[src/logic/sequencer_pkg.sv]
/*
  Constants for the program sequencer pipeline control block.
  Assumes a single 25 MHz clock and an APB register port.
*/
package sequencer_pkg;
  // -----------------------------------------------------------------
  // Register map
  // -----------------------------------------------------------------
  localparam logic [7:0] SEQ_CTRL_OFF     = 8'h00;
  localparam logic [7:0] SEQ_STATUS_OFF   = 8'h04;
  localparam logic [7:0] STATIC_FLAG_OFF  = 8'h08;
  localparam logic [7:0] PIPE_STATUS_OFF  = 8'h0c;
  localparam logic [7:0] PIPE_CMD_OFF     = 8'h10;
  localparam logic [31:0] CTRL_RESET      = 32'h00000000;
  localparam logic [31:0] CTRL_WMASK      = 32'h0fff001f;
  // -----------------------------------------------------------------
  // Control field positions
  // -----------------------------------------------------------------
  localparam int MODE_BIT      = 0;
  localparam int BUF_EN_BIT    = 1;
  localparam int BUF_LOCK_BIT  = 2;
  localparam int TMR0_BIT      = 3;
  localparam int TMR1_BIT      = 4;
  localparam int EDGE_LSB      = 16;
  localparam int DIR_LSB       = 20;
  localparam int DRIVE_LSB     = 24;
  localparam int PIN_IN_LSB    = 16;
  // -----------------------------------------------------------------
  // Pipeline and timing
  // -----------------------------------------------------------------
  localparam int PIPE_STAGES   = 8;
  localparam int MODE_LATENCY  = 3;
  localparam int PIN_DELAY     = 2;
  localparam int LINE_MAX      = 4;
  localparam int SOFT_RST_CYC  = 4;
  typedef enum logic [2:0] {
    FETCH_IDLE = 3'b001,
    FETCH_REQ  = 3'b010,
    FETCH_WAIT = 3'b100
  } fetch_state_t;
endpackage

[src/logic/program_sequencer.sv]
/*
  Program sequencer: fetch addressing, alignment buffer, eight-stage
  line pipeline, predicate evaluation and sequencer control bits.
  Assumes an instruction memory bus with a req/ack handshake and APB.
*/
`timescale 1ns/100ps
`default_nettype none
module program_sequencer #(
  parameter int ADDR_W = 32,
  parameter int INSTR_W = 32
) (
  input  wire logic                  mclk,
  input  wire logic                  rst_n,
  input  wire logic [7:0]            paddr,
  input  wire logic                  psel,
  input  wire logic                  penable,
  input  wire logic                  pwrite,
  input  wire logic [31:0]           pwdata,
  output logic [31:0]                prdata,
  output logic                       pready,
  output logic                       pslverr,
  output logic                       fetch_req,
  output logic [ADDR_W-1:0]          fetch_addr,
  input  wire logic                  fetch_ack,
  input  wire logic [4*INSTR_W-1:0]  fetch_data,
  input  wire logic                  boot_done,
  input  wire logic                  irq_entry,
  input  wire logic                  stall,
  input  wire logic                  branch_take,
  input  wire logic [ADDR_W-1:0]     branch_target,
  input  wire logic                  cache_hit,
  input  wire logic [ADDR_W-1:0]     cache_target,
  input  wire logic [31:0]           unit_flags,
  input  wire logic [3:0]            pin_in,
  output logic [3:0]                 pin_out,
  output logic [3:0]                 pin_oe,
  output logic                       supervisor_mode,
  output logic [1:0]                 timer_run,
  output logic [3:0]                 irq_level_sense,
  output logic                       branch_buffer_enable,
  output logic                       branch_buffer_lock,
  output logic                       core_reset,
  output logic [2:0]                 line_count,
  output logic [4*INSTR_W-1:0]       line_slots,
  output logic                       line_valid,
  output logic [sequencer_pkg::PIPE_STAGES-1:0] stage_valid,
  output logic                       line_done,
  output logic                       line_enable
);
  import sequencer_pkg::*;

  // ---------------------------------------------------------------
  // APB decode
  // ---------------------------------------------------------------
  wire logic       access_ph = psel && penable;
  wire logic       setup_ph  = psel && !penable;
  wire logic       hit_ctrl  = (paddr == SEQ_CTRL_OFF);
  wire logic       hit_stat  = (paddr == SEQ_STATUS_OFF);
  wire logic       hit_sflag = (paddr == STATIC_FLAG_OFF);
  wire logic       hit_pstat = (paddr == PIPE_STATUS_OFF);
  wire logic       hit_cmd   = (paddr == PIPE_CMD_OFF);
  wire logic       wr_ctrl   = access_ph && pwrite && hit_ctrl;
  wire logic       wr_sflag  = access_ph && pwrite && hit_sflag;
  wire logic       wr_cmd    = access_ph && pwrite && hit_cmd;
  // Unmapped words answer with an error and read as zero
  wire logic       mapped    = hit_ctrl || hit_stat || hit_sflag || hit_pstat || hit_cmd;

  logic [31:0] control;
  logic [31:0] static_flag_register;
  logic [31:0] predicate_sel;
  logic [3:0]  pin_sync1;
  logic [3:0]  pin_sync2;
  logic [31:0] status_word;
  logic [31:0] pipe_word;
  logic [31:0] next_prdata;

  // Pins driven as outputs read as zero in the input field
  assign status_word = {12'h000, pin_sync2 & ~control[DIR_LSB +: 4], 15'h0000,
                        supervisor_mode};
  assign next_prdata = hit_ctrl  ? control :
                       hit_stat  ? status_word :
                       hit_sflag ? static_flag_register :
                       hit_pstat ? pipe_word :
                       hit_cmd   ? predicate_sel : 32'h00000000;

  // Zero-wait slave: answers in the first access cycle
  // Read data latched at setup so it stands through the access phase
  always_ff @(posedge mclk) begin
    if (!rst_n) begin
      prdata  <= 32'h00000000;
      pready  <= 1'b0;
      pslverr <= 1'b0;
    end else begin
      prdata  <= setup_ph ? next_prdata : prdata;
      pready  <= setup_ph;
      pslverr <= setup_ph && !mapped;
    end
  end

  // ---------------------------------------------------------------
  // Control register and soft reset
  // ---------------------------------------------------------------
  logic [2:0] soft_cnt;
  logic [2:0] next_soft_cnt;
  wire logic  soft_rst = control[31] || (soft_cnt != 3'd0);

  // Counter stretches the one-shot request into a clean pulse
  assign next_soft_cnt = control[31]        ? 3'(SOFT_RST_CYC) :
                         (soft_cnt != 3'd0) ? soft_cnt - 3'd1  : 3'd0;
  // Control is kept across soft reset so software keeps its setup
  always_ff @(posedge mclk) begin
    if (!rst_n) begin
      control <= CTRL_RESET;
    end else if (wr_ctrl && pready) begin
      // Bit 31 kept as a one-shot soft reset request, self clearing
      control <= (pwdata & CTRL_WMASK) | {pwdata[31], 31'h0};
    end else begin
      control[31] <= 1'b0;
    end
  end
  always_ff @(posedge mclk) begin
    if (!rst_n) begin
      soft_cnt   <= 3'd0;
      core_reset <= 1'b0;
    end else begin
      soft_cnt   <= next_soft_cnt;
      core_reset <= soft_rst;
    end
  end
  wire logic core_rst = !rst_n || soft_rst;

  // ---------------------------------------------------------------
  // Privilege mode with delayed effect
  // ---------------------------------------------------------------
  logic [MODE_LATENCY-1:0] mode_pipe;
  logic                    mode_wr_pend;
  always_ff @(posedge mclk) begin
    if (core_rst) begin
      mode_pipe       <= '0;
      supervisor_mode <= 1'b0;
    end else begin
      mode_pipe <= {mode_pipe[MODE_LATENCY-2:0], wr_ctrl && pready};
      // Boot and interrupt entry outrank a pending write
      if (boot_done || irq_entry)
        supervisor_mode <= 1'b1;
      else if (mode_pipe[MODE_LATENCY-1])
        supervisor_mode <= control[MODE_BIT];
    end
  end
  assign mode_wr_pend = |mode_pipe;

  // ---------------------------------------------------------------
  // Timers, branch cache, interrupt sense, flag pins
  // ---------------------------------------------------------------
  // Plain mirrors of control, registered so each output leaves a flop
  always_ff @(posedge mclk) begin
    if (!rst_n) begin
      timer_run            <= 2'b00;
      irq_level_sense      <= 4'h0;
      branch_buffer_enable <= 1'b0;
      branch_buffer_lock   <= 1'b0;
    end else begin
      timer_run            <= {control[TMR1_BIT], control[TMR0_BIT]};
      irq_level_sense      <= control[EDGE_LSB +: 4];
      branch_buffer_enable <= control[BUF_EN_BIT];
      branch_buffer_lock   <= control[BUF_LOCK_BIT];
    end
  end

  // Flag pins: inputs pass two flops, drive trails its bit
  logic [3:0] drive_d1;
  always_ff @(posedge mclk) begin
    if (!rst_n) begin
      pin_sync1            <= 4'h0;
      pin_sync2            <= 4'h0;
      drive_d1             <= 4'h0;
      pin_out              <= 4'h0;
      pin_oe               <= 4'h0;
    end else begin
      pin_sync1            <= pin_in;
      pin_sync2            <= pin_sync1;
      // Two-stage path puts the pin 2 cycles behind the bit
      drive_d1             <= control[DRIVE_LSB +: 4];
      pin_out              <= drive_d1 & control[DIR_LSB +: 4];
      pin_oe               <= control[DIR_LSB +: 4];
    end
  end

  // ---------------------------------------------------------------
  // Static flags and predicate
  // ---------------------------------------------------------------
  // Selector: [5] inverts, [4:0] index, [6] picks static register
  always_ff @(posedge mclk) begin
    if (core_rst) begin
      static_flag_register <= 32'h00000000;
      predicate_sel        <= 32'h00000000;
    end else begin
      if (wr_sflag && pready)
        static_flag_register <= pwdata;
      if (wr_cmd && pready)
        predicate_sel <= {25'h0, pwdata[6:0]};
    end
  end
  wire logic [4:0] flag_idx    = predicate_sel[4:0];
  wire logic       pick_static = predicate_sel[6];
  wire logic       pick_invert = predicate_sel[5];
  wire logic       flag_pick   = pick_static ? static_flag_register[flag_idx]
                                             : unit_flags[flag_idx];

  // Inversion is a plain XOR, so either polarity costs nothing
  wire logic       pred_true   = flag_pick ^ pick_invert;

  // ---------------------------------------------------------------
  // Fetch unit and program counter
  // ---------------------------------------------------------------
  fetch_state_t            fstate;
  logic [ADDR_W-1:0]       pc;
  logic [4*INSTR_W-1:0]    align_buf;
  logic                    align_full;
  logic [2:0]              slot_ptr;
  wire logic               drain = align_full && !stall;
  wire logic               quad_used;
  wire logic [ADDR_W-1:0]  next_pc = branch_take ? branch_target :
                                     cache_hit   ? cache_target : pc + ADDR_W'(LINE_MAX);

  always_ff @(posedge mclk) begin
    if (core_rst) begin
      fstate     <= FETCH_IDLE;
      fetch_req  <= 1'b0;
      fetch_addr <= '0;
      pc         <= '0;
    end else begin
      case (fstate)
        FETCH_IDLE: begin
          if (!align_full || quad_used) begin
            fetch_req  <= 1'b1;
            fetch_addr <= pc;
            fstate     <= FETCH_REQ;
          end
        end
        FETCH_REQ: begin
          // Request and address hold until memory acknowledges
          if (fetch_ack) begin
            fetch_req <= 1'b0;
            pc        <= next_pc;
            fstate    <= FETCH_WAIT;
          end
        end
        // Spare cycle lets the buffer settle before the next request
        FETCH_WAIT: fstate <= FETCH_IDLE;
        default: fstate <= FETCH_IDLE;
      endcase
    end
  end

  // ---------------------------------------------------------------
  // Alignment buffer and line split
  // ---------------------------------------------------------------
  // Each slot's top bit marks the end of a line
  logic [2:0] len;
  always_comb begin
    len = 3'(LINE_MAX) - slot_ptr;
    for (int i = LINE_MAX - 1; i >= 0; i--) begin
      if (i >= int'(slot_ptr) && align_buf[i*INSTR_W + INSTR_W-1])
        len = 3'(i + 1) - slot_ptr;
    end
  end
  assign quad_used = drain && (slot_ptr + len == 3'(LINE_MAX));

  // A fresh quad only lands once the old one is used up
  always_ff @(posedge mclk) begin
    if (core_rst) begin
      align_buf  <= '0;
      align_full <= 1'b0;
      slot_ptr   <= 3'd0;
    end else if (fstate == FETCH_REQ && fetch_ack) begin
      align_buf  <= fetch_data;
      align_full <= 1'b1;
      slot_ptr   <= 3'd0;
    end else if (drain) begin
      slot_ptr   <= quad_used ? 3'd0 : slot_ptr + len;
      align_full <= !quad_used;
    end
  end

  // ---------------------------------------------------------------
  // Instruction pipeline: F1 F2 F3 D I A EX1 EX2
  // ---------------------------------------------------------------
  // Opcode in bits [30:28] of the slot at slot_ptr below 5 marks unconditional ops
  wire logic [2:0] op_class = align_buf[slot_ptr*INSTR_W + 28 +: 3];
  wire logic       uncond   = op_class < 3'd5;
  always_ff @(posedge mclk) begin
    if (core_rst) begin
      stage_valid <= '0;
      line_valid  <= 1'b0;
      line_count  <= 3'd0;
      line_slots  <= '0;
      line_done   <= 1'b0;
      line_enable <= 1'b0;
    end else if (!stall) begin
      // Stall freezes every stage so no line is lost or doubled
      // Shift one place per clock; exit after stage eight
      stage_valid <= {stage_valid[PIPE_STAGES-2:0], drain};
      line_done   <= stage_valid[PIPE_STAGES-1];
      line_valid  <= drain;
      line_count  <= drain ? len : 3'd0;
      line_slots  <= drain ? (align_buf >> (slot_ptr*INSTR_W)) : '0;
      line_enable <= drain && (uncond || pred_true);
    end else begin
      line_done <= 1'b0;
    end
  end

  // Debug view of fetch and pipeline state
  assign pipe_word = {12'h000, 1'b0, slot_ptr, mode_wr_pend, align_full,
                      fstate, 3'b000, stage_valid};
endmodule
`default_nettype wire

[config.mk]
export PLATFORM = sky130hd
export DESIGN_NAME = program_sequencer
export DESIGN_NICKNAME = d
export VERILOG_FILES = /design/src/logic/sequencer_pkg.sv /design/src/logic/program_sequencer.sv
export SDC_FILE = /design/constraint.sdc
export NUM_CORES = 1
export LEC_CHECK = 0
export BUFFER_PORTS_ARGS = -buffer_cell sky130_fd_sc_hd__buf_2
export CAP_MARGIN = 30
export CORE_MARGIN = 4
export CORE_UTILIZATION = 30
export DETAILED_ROUTE_END_ITERATION = 10
export GPL_ROUTABILITY_DRIVEN = 0
export GPL_TIMING_DRIVEN = 0
export PLACE_DENSITY = 0.57
export SLEW_MARGIN = 20
export SYNTH_ARGS = -nofsm -noshare
export SYNTH_HDL_FRONTEND = slang
export SYNTH_SLANG_ARGS = --single-unit
[constraint.sdc]
create_clock -name mclk -period 5.55 [get_ports mclk]
set_clock_uncertainty 0.15 [all_clocks]
set_input_delay 0 -clock mclk [delete_from_list [all_inputs] [get_ports mclk]]
set_output_delay 0 -clock mclk [all_outputs]
set_load 0.01 [all_outputs]
# [Word-level counts from Yosys, hierarchy flattened]
# Index checks and enable logic that the tools add are counted.
[word_totals] reg_bits=483 output_inout_bits=227 wordCells=141 in_bits=279
[classes] n_eq_ne=9 reduce_logical=46 shifts=2 muxes=30 n_bitwise=7 magnitude_cmp=5 n_addsub=8
[ops] op="32-bit two-way mux" n=5
[ops] op="128-bit two-way mux" n=1
[ops] op="128-bit by 10-bit variable part select with 3-bit output" n=1
[ops] op="128-bit by 8-bit >> shifter with 128-bit output" n=1
[ops] op="32-bit by 3-bit adder with 32-bit output, second input constant" n=1
[ops] op="28-bit by 32-bit OR with 32-bit output" n=1
[ops] op="3-bit two-way mux" n=9
[ops] op="19-bit two-way mux" n=1
[ops] op="1-bit logical AND" n=17
[ops] op="8-bit by 4-bit equality test with 1-bit output, second input constant" n=2
[ops] op="1-bit binary-select mux with 5-bit select" n=2
[ops] op="8-bit by 5-bit adder with 9-bit output, second input constant" n=1
[ops] op="1-bit logical OR" n=9
[ops] op="1-bit two-way mux" n=9
[ops] op="4-bit bitwise AND" n=2
[ops] op="8-bit by 3-bit equality test with 1-bit output, second input constant" n=1
[ops] op="8-bit by 5-bit equality test with 1-bit output, second input constant" n=1
[ops] op="8-bit logical NOT" n=1
[ops] op="2-bit AND reduction" n=4
[ops] op="7-bit two-way mux" n=1
[ops] op="1-bit by 3-bit >= comparator with 1-bit output, first input constant" n=2
[ops] op="1-bit logical NOT" n=6
[ops] op="5-bit by 6-bit < comparator with 1-bit output, second input constant" n=1
[ops] op="3-bit case mux with 2 select lines" n=1
[ops] op="20 further kinds" n=27

# [Longest topological paths before layout]
# Gate-level depths: netlist of run 1.
[logic_depth] word_depth=11 ltp_mapped=19 depth_no_buf=15

# [Worst setup path before layout of run 1]
# OpenSTA, ideal clock, no wires.
[synth_path] path_type="register -> register" from="register slot_ptr[1]" to="register fetch_addr[10]" path_slack_ps=1132 period_less_slack_ps=4418 t_arrival_ps=4136 path_stages_with_launch=20 cell_sequence="dfxtp_1 clkbuf_1 clkbuf_1 inv_1 ha_1 nor2b_1 o21ai_1 nand2_1 xnor2_1 ha_1 inv_1 fa_1 xnor2_1 xnor2_1 o41a_1 or3_1 clkbuf_1 clkbuf_1 nand3_1 a21oi_1"
[synth_between] elab_chain_cells=10 elab_cells_between_ends=18 cone_classes="add/sub: 5; order compare: 3; eq/ne: 1; mux: 3; reduce/logical: 6"
[synth_lines] item="from (decl)" line_no="program_sequencer.sv:220" source="logic [2:0] slot_ptr;"
[synth_lines] item="from (signal assigned)" line_no="program_sequencer.sv:281" source="slot_ptr <= quad_used ? 3'd0 : slot_ptr + len;"
[synth_lines] item="2-bit by 3-bit >= comparator with 1-bit output" line_no="program_sequencer.sv:264" source="if (i >= int'(slot_ptr) && align_buf[i*INSTR_W + INSTR_W-1])"
[synth_lines] item="1-bit logical AND" line_no="program_sequencer.sv:264"
[synth_lines] item="3-bit two-way mux (3 in series)" line_no="program_sequencer.sv:264"
[synth_lines] item="3-bit adder *" line_no="program_sequencer.sv:268" source="assign quad_used = drain && (slot_ptr + len == 3'(LINE_MAX));"
[synth_lines] item="3-bit equality test *" line_no="program_sequencer.sv:268"
[synth_lines] item="1-bit logical AND *" line_no="program_sequencer.sv:268"
[synth_lines] item="1-bit logical OR *" line_no="program_sequencer.sv:235" source="if (!align_full || quad_used) begin"
[synth_lines] item="2-bit AND reduction (no line) *"
[synth_lines] item="to (signal assigned)" line_no="program_sequencer.sv:237" source="fetch_addr <= pc;"
[synth_lines] item="to (decl)" line_no="program_sequencer.sv:23" source="output logic [ADDR_W-1:0] fetch_addr,"
# Mark *: on every way between the ends. The rest lies on a longest branch, timed or not.
# A chain may end at the register's enable or synchronous reset.

# [Worst setup path in the final report of run 1]
[layout_path] from="register slot_ptr[0]" to="register fetch_addr[11]"
# The elaborated chain is that of the path after synthesis.

==> results of run 1 <==
[layer usage]
metal / routed length (microns) / share of wire / vias up / GRT usage
li1: - / - / 10073 / -
met1: 40300 / 0.43 / 10421 / 0.329
met2: 42600 / 0.46 / 946 / 0.406
met3: 6000 / 0.065 / 185 / 0.0363
met4: 3730 / 0.040 / 2 / 0.0961
met5: 12 / 0.00013 / - / 0
[repair_timing]
action,CTS,global route
endpoints found under the hold margin,259,0
setup endpoints to repair,33,32
hold buffers,272,0
gates resized for setup,3,8
buffers inserted,0,0
[per-stage QoR]
stage               utilization  setup TNS, ps  setup slack, ps  instance area, sq um
floorplan                     -              0             1130                 20100
global placement          0.359         -17410             -695                 23700
detailed placement        0.359         -22180             -826                 23700
CTS                       0.427              0             22.6                 28200
global route              0.428              0              127                 28300
finish                    0.428              0              411                 28300
[sequential cells by signal, summed over array words and instances (netlist names), 8 cells and up]
register              flops
prdata                   32
fetch_addr               32
control                  18
align_buf               128
line_slots              128
pc                       32
stage_valid               8
static_flag_register     32
[cells in the mapped netlist, types with 5 or more instances]
master      n
a21boi_1   10
a211oi_1    5
a31oi_1     8
a21boi_0   20
nor3_1     16
o21ai_1     5
nor2b_1    17
buf_1       8
a221oi_1   16
mux2_2     38
ha_1       11
and3_1     11
nor3b_1    16
mux4_2     17
nand3_1    56
buf_2      19
and2_1     33
nor4_1     11
nand2b_1   10
mux2i_1    95
a21oi_1   243
inv_1      16
o211ai_1    8
nor2_1    198
clkbuf_1  172
xnor2_1     6
nand4_1     7
nand2_1   490
a22oi_1   149
a22o_1      9
o21ai_0   139
dfxtp_1   468
[power by group through the flow]
| stage | Sequential, mW | Clock [mW] | Combinational, mW |
|---|---|---|---|
| 6_report | 3.46 | 3.60 | 0.828 |
| 5_1_grt | 3.46 | 3.79 | 0.889 |
| 4_1_cts | 3.46 | 3.65 | 0.817 |
| 3_5_place_dp | 3.53 | 0 | 0.660 |
| 3_3_place_gp | 3.53 | 0 | 0.657 |
| 2_1_floorplan | 3.52 | 0 | 0.328 |
[final cells by class]
type / count / area share
diodes: 1 / 0.0000886
plain buffers: 203 / 0.0291
clock buffers: 72 / 0.0530
clock inverters: 21 / 0.00974
inverters: 17 / 0.00226
multi-input cells: 1713 / 0.349
flip-flops and latches: 468 / 0.332
well taps: 864 / 0.0383
repair buffers: 778 / 0.187
[worst min path at each step]
| stage | startpoint | depth (start not counted) | to | slack (ps) |
|---|---|---|---|---|
| finish | fetch_data[16] | 4 | align_buf[16] | 30 |
| global placement | pin_in[2] | 2 | pin_sync1[2] | 60 |
| CTS | fetch_data[41] | 4 | align_buf[41] | 1 |
| global route | fetch_data[16] | 4 | align_buf[16] | 20 |
| floorplan | pin_in[0] | 1 | pin_sync1[0] | -20 |
| detailed placement | pin_in[1] | 2 | pin_sync1[1] | 60 |
[critical path, cell delays in order (launching register included)]
cell and delay [ps]:
dfxtp_1 390, buf_2 340, inv_1 190, ha_1 230, nor2b_1 140, o311ai_1 500
nand2_1 130, xnor2_1 280, ha_1 200, inv_1 40, fa_1 460, xnor2_1 170
xnor2_1 130, o41a_1 470, or3_1 340, clkbuf_1 250, clkbuf_1 310, nand3_1 160
a21oi_1 70
[cell families (layout without fill, tap and decap cells)]
logic type,after synthesis,after routing,synth area share
DFF,468,468,0.466
other,0,1,0
buffers and inverters,221,1091,0.0439
xor gates and xnor gates,8,8,0.00349
muxes,150,150,0.0876
AOI/OAI and AO/OA,658,658,0.202
adders and majority gates,12,12,0.00784
and+or+nand+nor,885,885,0.189
==> impl_results.md, run 1 <==
* Initial core utilization at 0.304
* Synth top area share at 0.466
* Pwr Total at 7.88 mW
* Synth Flop Type: dfxtp_1
* Via Count at 21627
* Fmax achieved at 0.195 GHz
* Worst reg2reg endpoint: fetch_addr[11]
* Pleak at 10.9 nW
* Hold WC Path Type: in2reg
* Gate power share at 0.105
* Min Tclk post-route at about 5100 ps
* DRC violations left at 0
* Netlist cell types at 77
* Hold_ws at 29.3 ps
* Final hold vios at 0
* Arrival time worst endpoint at around 5400 ps
* CTS buffer count at 52
* Most frequent cells in the layout: 522 x buf_2, 490 x nand2_1, 467 x dfxtp_1
* Multi-input logic area at just under 10000 sq um
* Drt first-iter violations at around 1800
* Crit path kind: reg2reg
* Ys async rst share at 0
* Routed WL at roughly 93000 microns
* ANT nets after route at 0
* I/O pin total at between 500 and 600
* Reg2Reg Launch Point: slot_ptr[0]
* Max_slew headroom at 0.309
* Synth area leader: dfxtp_1
* Clock buffer depth at 3
* Die Span X at roughly 270 microns
* Synth Warn # at 0
* Clock latency on the worst-skew pair at 620 ps
* NetSw at about 2 mW
* Vias/cell at roughly 5.2
* Post-synth EDFFs at 0
* Fillcell total at about 6700
* Proportion of synthesized chip area in sequential cells at 0.466
* Largest net degree at the start of global routing at 20
* R2R setup slack at between 400 and 500 ps
* Die area at between 70000 and 80000 sq um
* Nets@finish at about 3500
* CTS HTree Levels at 2
* First-pass GRT wire length at about 130000 microns
* Clk root buf: clkbuf_16
* Commonest non-fill, non-tap cell in the layout: buf_2
* Vias in the first global route at ~21000
* Mapped Nets at ~2700
* Antenna violations before repair at 2
* # rows at 94
* Avg Synthesized Cell Area at around 8.4 sq um
* Net Sw Frac at 0.255
* Worst Setup EP: fetch_addr[11]
* Finished Layout Cells at between 4000 and 5000
* Placeable Area at 66100 sq um
* Crit Path Max Fanout at 10
* Wire per inst at around 22 microns
* PortBufs at between 500 and 600
* Max-slew violation count at 0
* Final setup fails at 0
* Reg clk slew, reported paths at roughly 60 ps
* CTS tree: done
* Die H at 267 microns
* Unrepaired setup endpoints after global routing: false
* Start point of the critical path: slot_ptr[0]
* CTS Sinks at 468
* Power Internal at about 5.9 mW
* Syn Inst Count at ~2400
* Global route overflow at 0
* Outcome: complete, no violations
* Clock network fraction of total power at 0.456
* Worst slew pin tran at around 1000 ps
* Power Dens Cells at between 200 and 300 nW/um^2
* Share of cells above drive strength 1 at 0.211
* Max-Cap Viols at 0
* Register area at between 9000 and 10000 sq um
* Startpoint Class: flop
* Top cells by area, synth: dfxtp_1 47%, nand2_1 9.1%, a21oi_1 6.0%, a22oi_1 5.6%, mux2i_1 4.7%
* Placed insts at about 3800
* Detailed Place HPWL at 69300 microns
* Area delta synth->final at 40.6%
* Yosys reg bits at around 470
* Critical path capture point type: flop
* GRT Total Usage at 0.247
* Fin crit share at 0.926
* Sequential share of power at 0.439
* TritonRoute pass-1 iters at 6
* CP required at between 5000 and 6000 ps
* Worst r2r path cells at 18
* Post-Syn Area at 20100 sq um
* Peak supply drop at ~0.00019 V
(Power assumes the default switching activity.)
==> run 2: changes to the inputs <==
- SETUP_SLACK_MARGIN: default -> 0.5
- SKIP_CTS_REPAIR_TIMING: default -> 1
==> run 2 against run 1 <==
Global-route usage is 0.89 points lower. Worst hold slack worse by 24 ps. Critical path depth stayed put. Sequential share of layout area is 0.20 points higher. Worst setup slack better by 340 ps. Power hardly changed. Non-clock buffer count is 20 lower. Via count is 0.90% lower. Critical path type unchanged. Critical endpoint unchanged. Largest cell class unchanged.
==> impl_results.md, run 2 (same netlist as run 1, synthesis figures left out) <==
* Drt first-iter violations at 1769 (was 1841)
* Die Span X at 267 microns (unchanged)
* Post-route cell area at 28100 sq um (was 28300 sq um)
* CTS tree: done (unchanged)
* Fillcell total at 6751 (was 6710)
* Crit path kind: reg2reg (unchanged)
* Clk root buf: clkbuf_16 (unchanged)
* Cell family with the largest share of critical-path delay: buffers and inverters (unchanged)
* Reg2Reg Launch Point: slot_ptr[1] (was slot_ptr[0])
* Wire per inst at 22.5 microns (was 22.4 microns)
* TritonRoute pass-1 iters at 6 (unchanged)
* Die area at 71200 sq um (unchanged)
* Net Sw Frac at 0.256 (was 0.255)
* Final hold vios at 0 (unchanged)
* Initial core utilization at 0.304 (unchanged)
* Placeable Area at 66100 sq um (unchanged)
* Power Dens Cells at 281 nW/um^2 (was 279 nW/um^2)
* Crit path largest cell delay at 470 ps (was 500 ps)
* Fmax achieved at 0.208 GHz (was 0.195 GHz)
* Min Tclk post-route at 4800 ps (was 5140 ps)
* Reg clk slew, reported paths at 60 ps (about the same)
* Multi-input logic area at 9900 sq um (was 9870 sq um)
* Crit Path Max Fanout at 10 (unchanged)
* I/O pin total at 506 (unchanged)
* Antenna violations before repair at 3 (was 2)
* Startpoint Class: flop (unchanged)
* # rows at 94 (unchanged)
* ANT nets after route at 0 (unchanged)
* Area delta synth->final at 39.7% (was 40.6%)
* GRT Total Usage at 0.238 (was 0.247)
* Worst slew pin tran at 1010 ps (was 1040 ps)
* Max-Cap Viols at 0 (unchanged)
* Vias/cell at 5.20 (was 5.23)
* R2R setup slack at 750 ps (was 410 ps)
* Most frequent cells in the layout: 523 x buf_2, 490 x nand2_1, 467 x dfxtp_1 (was 522 x buf_2, 490 x nand2_1, 467 x dfxtp_1)
* Unrepaired setup endpoints after global routing: false (unchanged)
* Largest regs: align_buf x128, line_slots x128 (unchanged)
* Final setup fails at 0 (unchanged)
* Max_slew headroom at 0.324 (was 0.309)
* Share of cells above drive strength 1 at 0.215 (was 0.211)
* Pwr Total at 7.89 mW (was 7.88 mW)
* Worst r2r path cells at 18 (unchanged)
* Worst Setup EP: fetch_addr[11] (unchanged)
* Worst reg2reg endpoint: fetch_addr[11] (unchanged)
* Largest net degree at the start of global routing at 15 (was 20)
* Clock buffer depth at 3 (unchanged)
* Global route overflow at 0 (unchanged)
* Start point of the critical path: slot_ptr[1] (was slot_ptr[0])
* NetSw at 2.02 mW (was 2.01 mW)
* CP required at 5850 ps (about the same)
* Power Internal at 5.86 mW (was 5.87 mW)
* DRC violations left at 0 (unchanged)
* Max-slew violation count at 0 (unchanged)
* Register area at 9370 sq um (about the same)
* Gate power share at 0.104 (was 0.105)
* Die H at 267 microns (unchanged)
* Pleak at 10.9 nW (about the same)
* Setup_tns at 0 ps (unchanged)
* Via Count at 21432 (was 21627)
* Clock latency on the worst-skew pair at 620 ps (about the same)
* Finished Layout Cells at 4118 (was 4137)
* Outcome: complete, no violations (unchanged)
* Detailed Place HPWL at 69300 microns (unchanged)
* First-pass GRT wire length at 128000 microns (was 134000 microns)
* Commonest non-fill, non-tap cell in the layout: buf_2 (unchanged)
* Sequential share of power at 0.439 (about the same)
* CTS Sinks at 468 (unchanged)
* Final Util at 0.425 (was 0.428)
* Arrival time worst endpoint at 5100 ps (was 5430 ps)
* Fin crit share at 0.865 (was 0.926)
* Cell area after placement at 23700 sq um (unchanged)
* Routed WL at 92600 microns (was 92700 microns)
* Hold WC Path Type: in2reg (unchanged)
* CTS HTree Levels at 2 (unchanged)
* Critical-path cell list: buf_4, clkbuf_4, inv_1, ha_1, o311ai_2, nand2_1, xnor2_2, ha_1, inv_1, fa_1, xnor2_1, xnor2_1, o41a_1, or3_1, clkbuf_2, buf_2, nand3_1, a21oi_1 (was buf_2, inv_1, ha_1, nor2b_1, o311ai_1, nand2_1, xnor2_1, ha_1, inv_1, fa_1, xnor2_1, xnor2_1, o41a_1, or3_1, clkbuf_1, clkbuf_1, nand3_1, a21oi_1)
* Placed insts at 3771 (unchanged)
* Critical path capture point type: flop (unchanged)
* WP buf/inv at 6 (was 5)
* Peak supply drop at 0.000189 V (was 0.000190 V)
* Vias in the first global route at 19416 (was 21044)
* Clock network fraction of total power at 0.457 (was 0.456)
* Crit. path cell count at 18 (unchanged)
* CTS buffer count at 52 (unchanged)
* Nets@finish at 3504 (was 3524)
* Slowest CP cell: fa_1 (was o311ai_1)
* PortBufs at 502 (unchanged)
run 2: worst min path at each step:
stage	cells past startpoint	startpoint	end	slack [ps]
global route	4	fetch_data[55]	align_buf[55]	20
floorplan	1	pin_in[0]	pin_sync1[0]	-20
global placement	2	pin_in[2]	pin_sync1[2]	60
finish	3	pin_in[2]	pin_sync1[2]	5
detailed placement	2	pin_in[1]	pin_sync1[1]	60
CTS	2	pin_in[2]	pin_sync1[2]	-590
run 2: cell type report:
class / count / area share
timing repair buffer: 757 / 0.180
antenna: 2 / 0.000178
tap: 864 / 0.0385
clock inverter: 21 / 0.00980
inverter: 17 / 0.00227
buffer: 204 / 0.0298
clock buffer: 72 / 0.0533
sequential: 468 / 0.334
multi-input combinational: 1713 / 0.352
run 2: metrics by stage:
| step | setup WS [ps] | hold WS, ps |
|---|---|---|
| final | 748 | 5.18 |
| after global routing | 523 | 17.6 |
| after CTS | -863 | -588 |
| after detailed placement | -826 | 60.4 |
| after global placement | -695 | 60.4 |
| after floorplan | 1130 | -22.7 |
run 2: power groups by stage:
stage / sequential (mW) / combinational (mW) / clock, mW
3_5_place_dp: 3.53 / 0.660 / 0
6_report: 3.46 / 0.822 / 3.61
3_3_place_gp: 3.53 / 0.657 / 0
4_1_cts: 3.46 / 0.662 / 3.65
2_1_floorplan: 3.52 / 0.328 / 0
5_1_grt: 3.46 / 0.882 / 3.79
run 2: worst reg2reg max path, cell delays in order (launching register included):
cell      delay (ps)
dfxtp_4          440
buf_4            220
clkbuf_4         250
inv_1            110
ha_1             270
o311ai_2         410
nand2_1          150
xnor2_2          210
ha_1             180
inv_1             40
fa_1             470
xnor2_1          180
xnor2_1          130
o41a_1           470
or3_1            340
clkbuf_2         210
buf_2            240
nand3_1          110
a21oi_1           70
run 2: routing by layer:
| metal | vias to the layer above | global-route usage | part of all wire |
|---|---|---|---|
| met2 | 848 | 0.384 | 0.47 |
| li1 | 10051 | - | - |
| met4 | 2 | 0.0891 | 0.032 |
| met3 | 153 | 0.0378 | 0.061 |
| met5 | - | 0 | 0.00013 |
| met1 | 10378 | 0.323 | 0.44 |
==> run 3: changes to the inputs <==
- CELL_PAD_IN_SITES_DETAIL_PLACEMENT: default -> 0
- CELL_PAD_IN_SITES_GLOBAL_PLACEMENT: default -> 1
- GPL_TIMING_DRIVEN: 0 -> default
- PLACE_DENSITY: 0.57 -> 0.71
==> run 3 against run 2 <==
Clock power grew 3%. Critical path depth shrank 2. Highest routed layer is now met4. Register-to-register slack gained 270 ps. Clock-buffer cell count grew 10. The flow now finishes with violations (hold timing). Flip-flop and latch count is the same.
==> impl_results.md, run 3 (same netlist as run 1, synthesis figures left out) <==
* Outcome: complete, but fails checks (was complete, no violations)
* Failing checks: hold timing
* Commonest non-fill, non-tap cell in the layout: buf_2 (unchanged)
* Fmax achieved at 0.221 GHz (was 0.208 GHz)
* Die H at 267 microns (unchanged)
* Vias/cell at 5.15 (was 5.20)
* Critical path capture point type: flop (unchanged)
* CTS tree: done (unchanged)
* Placeable Area at 66100 sq um (unchanged)
* Cell area after placement at 23300 sq um (was 23700 sq um)
* Crit Path Max Fanout at 22 (was 10)
* Arrival time worst endpoint at 4910 ps (was 5100 ps)
* Initial core utilization at 0.304 (unchanged)
* Reg clk slew, reported paths at 60 ps (about the same)
* Slowest CP cell: or3_1 (was fa_1)
* Drt first-iter violations at 1806 (was 1769)
* Peak supply drop at 0.000203 V (was 0.000189 V)
* Register area at 9380 sq um (was 9370 sq um)
* Final worst slack at 1020 ps (was 748 ps)
* Cell family with the largest share of critical-path delay: adder cells (was buffers and inverters)
* Fin crit share at 0.816 (was 0.865)
* Global route overflow at 0 (unchanged)
* Crit path largest cell delay at 560 ps (was 470 ps)
* Max_slew headroom at 0.334 (was 0.324)
* Vias in the first global route at 18559 (was 19416)
* Detailed Place HPWL at 53400 microns (was 69300 microns)
* Max-slew violation count at 0 (unchanged)
* TritonRoute pass-1 iters at 7 (was 6)
* Wire per inst at 20.0 microns (was 22.5 microns)
* Clk root buf: clkbuf_16 (unchanged)
* ANT nets after route at 0 (unchanged)
* Unrepaired setup endpoints after global routing: false (unchanged)
* Max-Cap Viols at 0 (unchanged)
* Post-route cell area at 27700 sq um (was 28100 sq um)
* Min Tclk post-route at 4530 ps (was 4800 ps)
* PortBufs at 505 (was 502)
* Crit path kind: reg2reg (unchanged)
* I/O pin total at 506 (unchanged)
* Final setup fails at 0 (unchanged)
* DRC violations left at 0 (unchanged)
* Setup WS pre-CTS at 1130 ps (was -826 ps)
* WP buf/inv at 3 (was 6)
* Hold_ws at -57.7 ps (was 5.18 ps)
* Multi-input logic area at 9910 sq um (was 9900 sq um)
* CTS HTree Levels at 2 (unchanged)
* Most frequent cells in the layout: 504 x buf_2, 490 x nand2_1, 466 x dfxtp_1 (was 523 x buf_2, 490 x nand2_1, 467 x dfxtp_1)
* # rows at 94 (unchanged)
* GRT Total Usage at 0.205 (was 0.238)
* Largest regs: align_buf x128, line_slots x128 (unchanged)
* Nets@finish at 3330 (was 3504)
* Fillcell total at 6704 (was 6751)
* Worst slew pin tran at 999 ps (was 1010 ps)
* Critical-path cell list: inv_1, ha_1, ha_1, o21ai_1, nand2_1, xnor2_1, ha_1, inv_1, fa_1, xnor2_1, xnor2_1, o41a_1, or3_1, buf_8, nand2_1, mux2i_1 (was buf_4, clkbuf_4, inv_1, ha_1, o311ai_2, nand2_1, xnor2_2, ha_1, inv_1, fa_1, xnor2_1, xnor2_1, o41a_1, or3_1, clkbuf_2, buf_2, nand3_1, a21oi_1)
* CTS buffer count at 54 (was 52)
* Routed WL at 79200 microns (was 92600 microns)
* Startpoint Class: flop (unchanged)
* First-pass GRT wire length at 115000 microns (was 128000 microns)
* Pleak at 10.7 nW (was 10.9 nW)
* Area delta synth->final at 37.6% (was 39.7%)
* Share of cells above drive strength 1 at 0.229 (was 0.215)
* Final hold vios at 5 (was 0)
* Die Span X at 267 microns (unchanged)
* Die area at 71200 sq um (unchanged)
* Via Count at 20367 (was 21432)
* Clock latency on the worst-skew pair at 620 ps (about the same)
* Antenna violations before repair at 7 (was 3)
* Hold WC Path Type: in2reg (unchanged)
* CP required at 5930 ps (was 5850 ps)
* Setup_tns at 0 ps (unchanged)
* Clock buffer depth at 3 (unchanged)
* Power Dens Cells at 287 nW/um^2 (was 281 nW/um^2)
* CTS Sinks at 468 (unchanged)
* Largest net degree at the start of global routing at 172 (was 15)
[run 3: changes by cell type in the layout (fill, tap and decap cells not counted), sizes merged]
| cell | change |
|---|---|
| dlygate4sd3 | -1 |
| bufinv | -1 |
| clkinvlp | -2 |
| clkinv | -4 |
| inv | +3 |
| clkbuf | -161 |
| diode | +6 |
| buf | -4 |
[run 3: per-stage QoR]
stage	power, mW	utilization	std cells
after detailed placement	4.11	0.352	3597
after floorplan	3.85	-	2402
after CTS	7.87	0.380	3696
final	7.92	0.418	3954
after global routing	8.21	0.418	3952
after global placement	4.10	0.351	3594
[run 3: cell type report]
cell class,count,share of cell area
clock buffers,82,0.0592
well taps,864,0.0391
clock inverters,17,0.00855
flip-flops and latches,468,0.339
diodes,8,0.000724
multi-input cells,1713,0.358
inverters,17,0.00231
repair buffers,785,0.193
[run 3: per-layer routing]
layer,up-vias,wire length (microns),track usage,share of wire
met5,-,0,0,0
met4,0,2450,0.0691,0.031
met3,137,5290,0.0430,0.067
met2,746,38100,0.339,0.48
met1,9810,33400,0.268,0.42
li1,9674,-,-,-
[run 3: worst paths after layout]
check / startpoint / endpoint / slack [ps] / cells past startpoint
worst min register to register: soft_cnt[0] / soft_cnt[0] / 280 / 1
worst max-delay path: slot_ptr[0] / fetch_addr[23] / 1020 / 16
worst min-delay path: paddr[7] / pslverr / -60 / 5
worst max register to register: slot_ptr[0] / fetch_addr[23] / 1020 / 16
[run 3: worst min-delay path: stages]
cell     delay [ps]
buf_2            80
or4_4           140
or2_2           170
nor3_2           90
nor3b_1         170
[run 3: where the power goes]
| group | leakage, nW | internal (mW) | switching (mW) |
|---|---|---|---|
| Clock | 0.929 | 2.22 | 1.51 |
| Sequential | 3.78 | 3.41 | 0.0491 |
| Combinational | 6.02 | 0.322 | 0.411 |
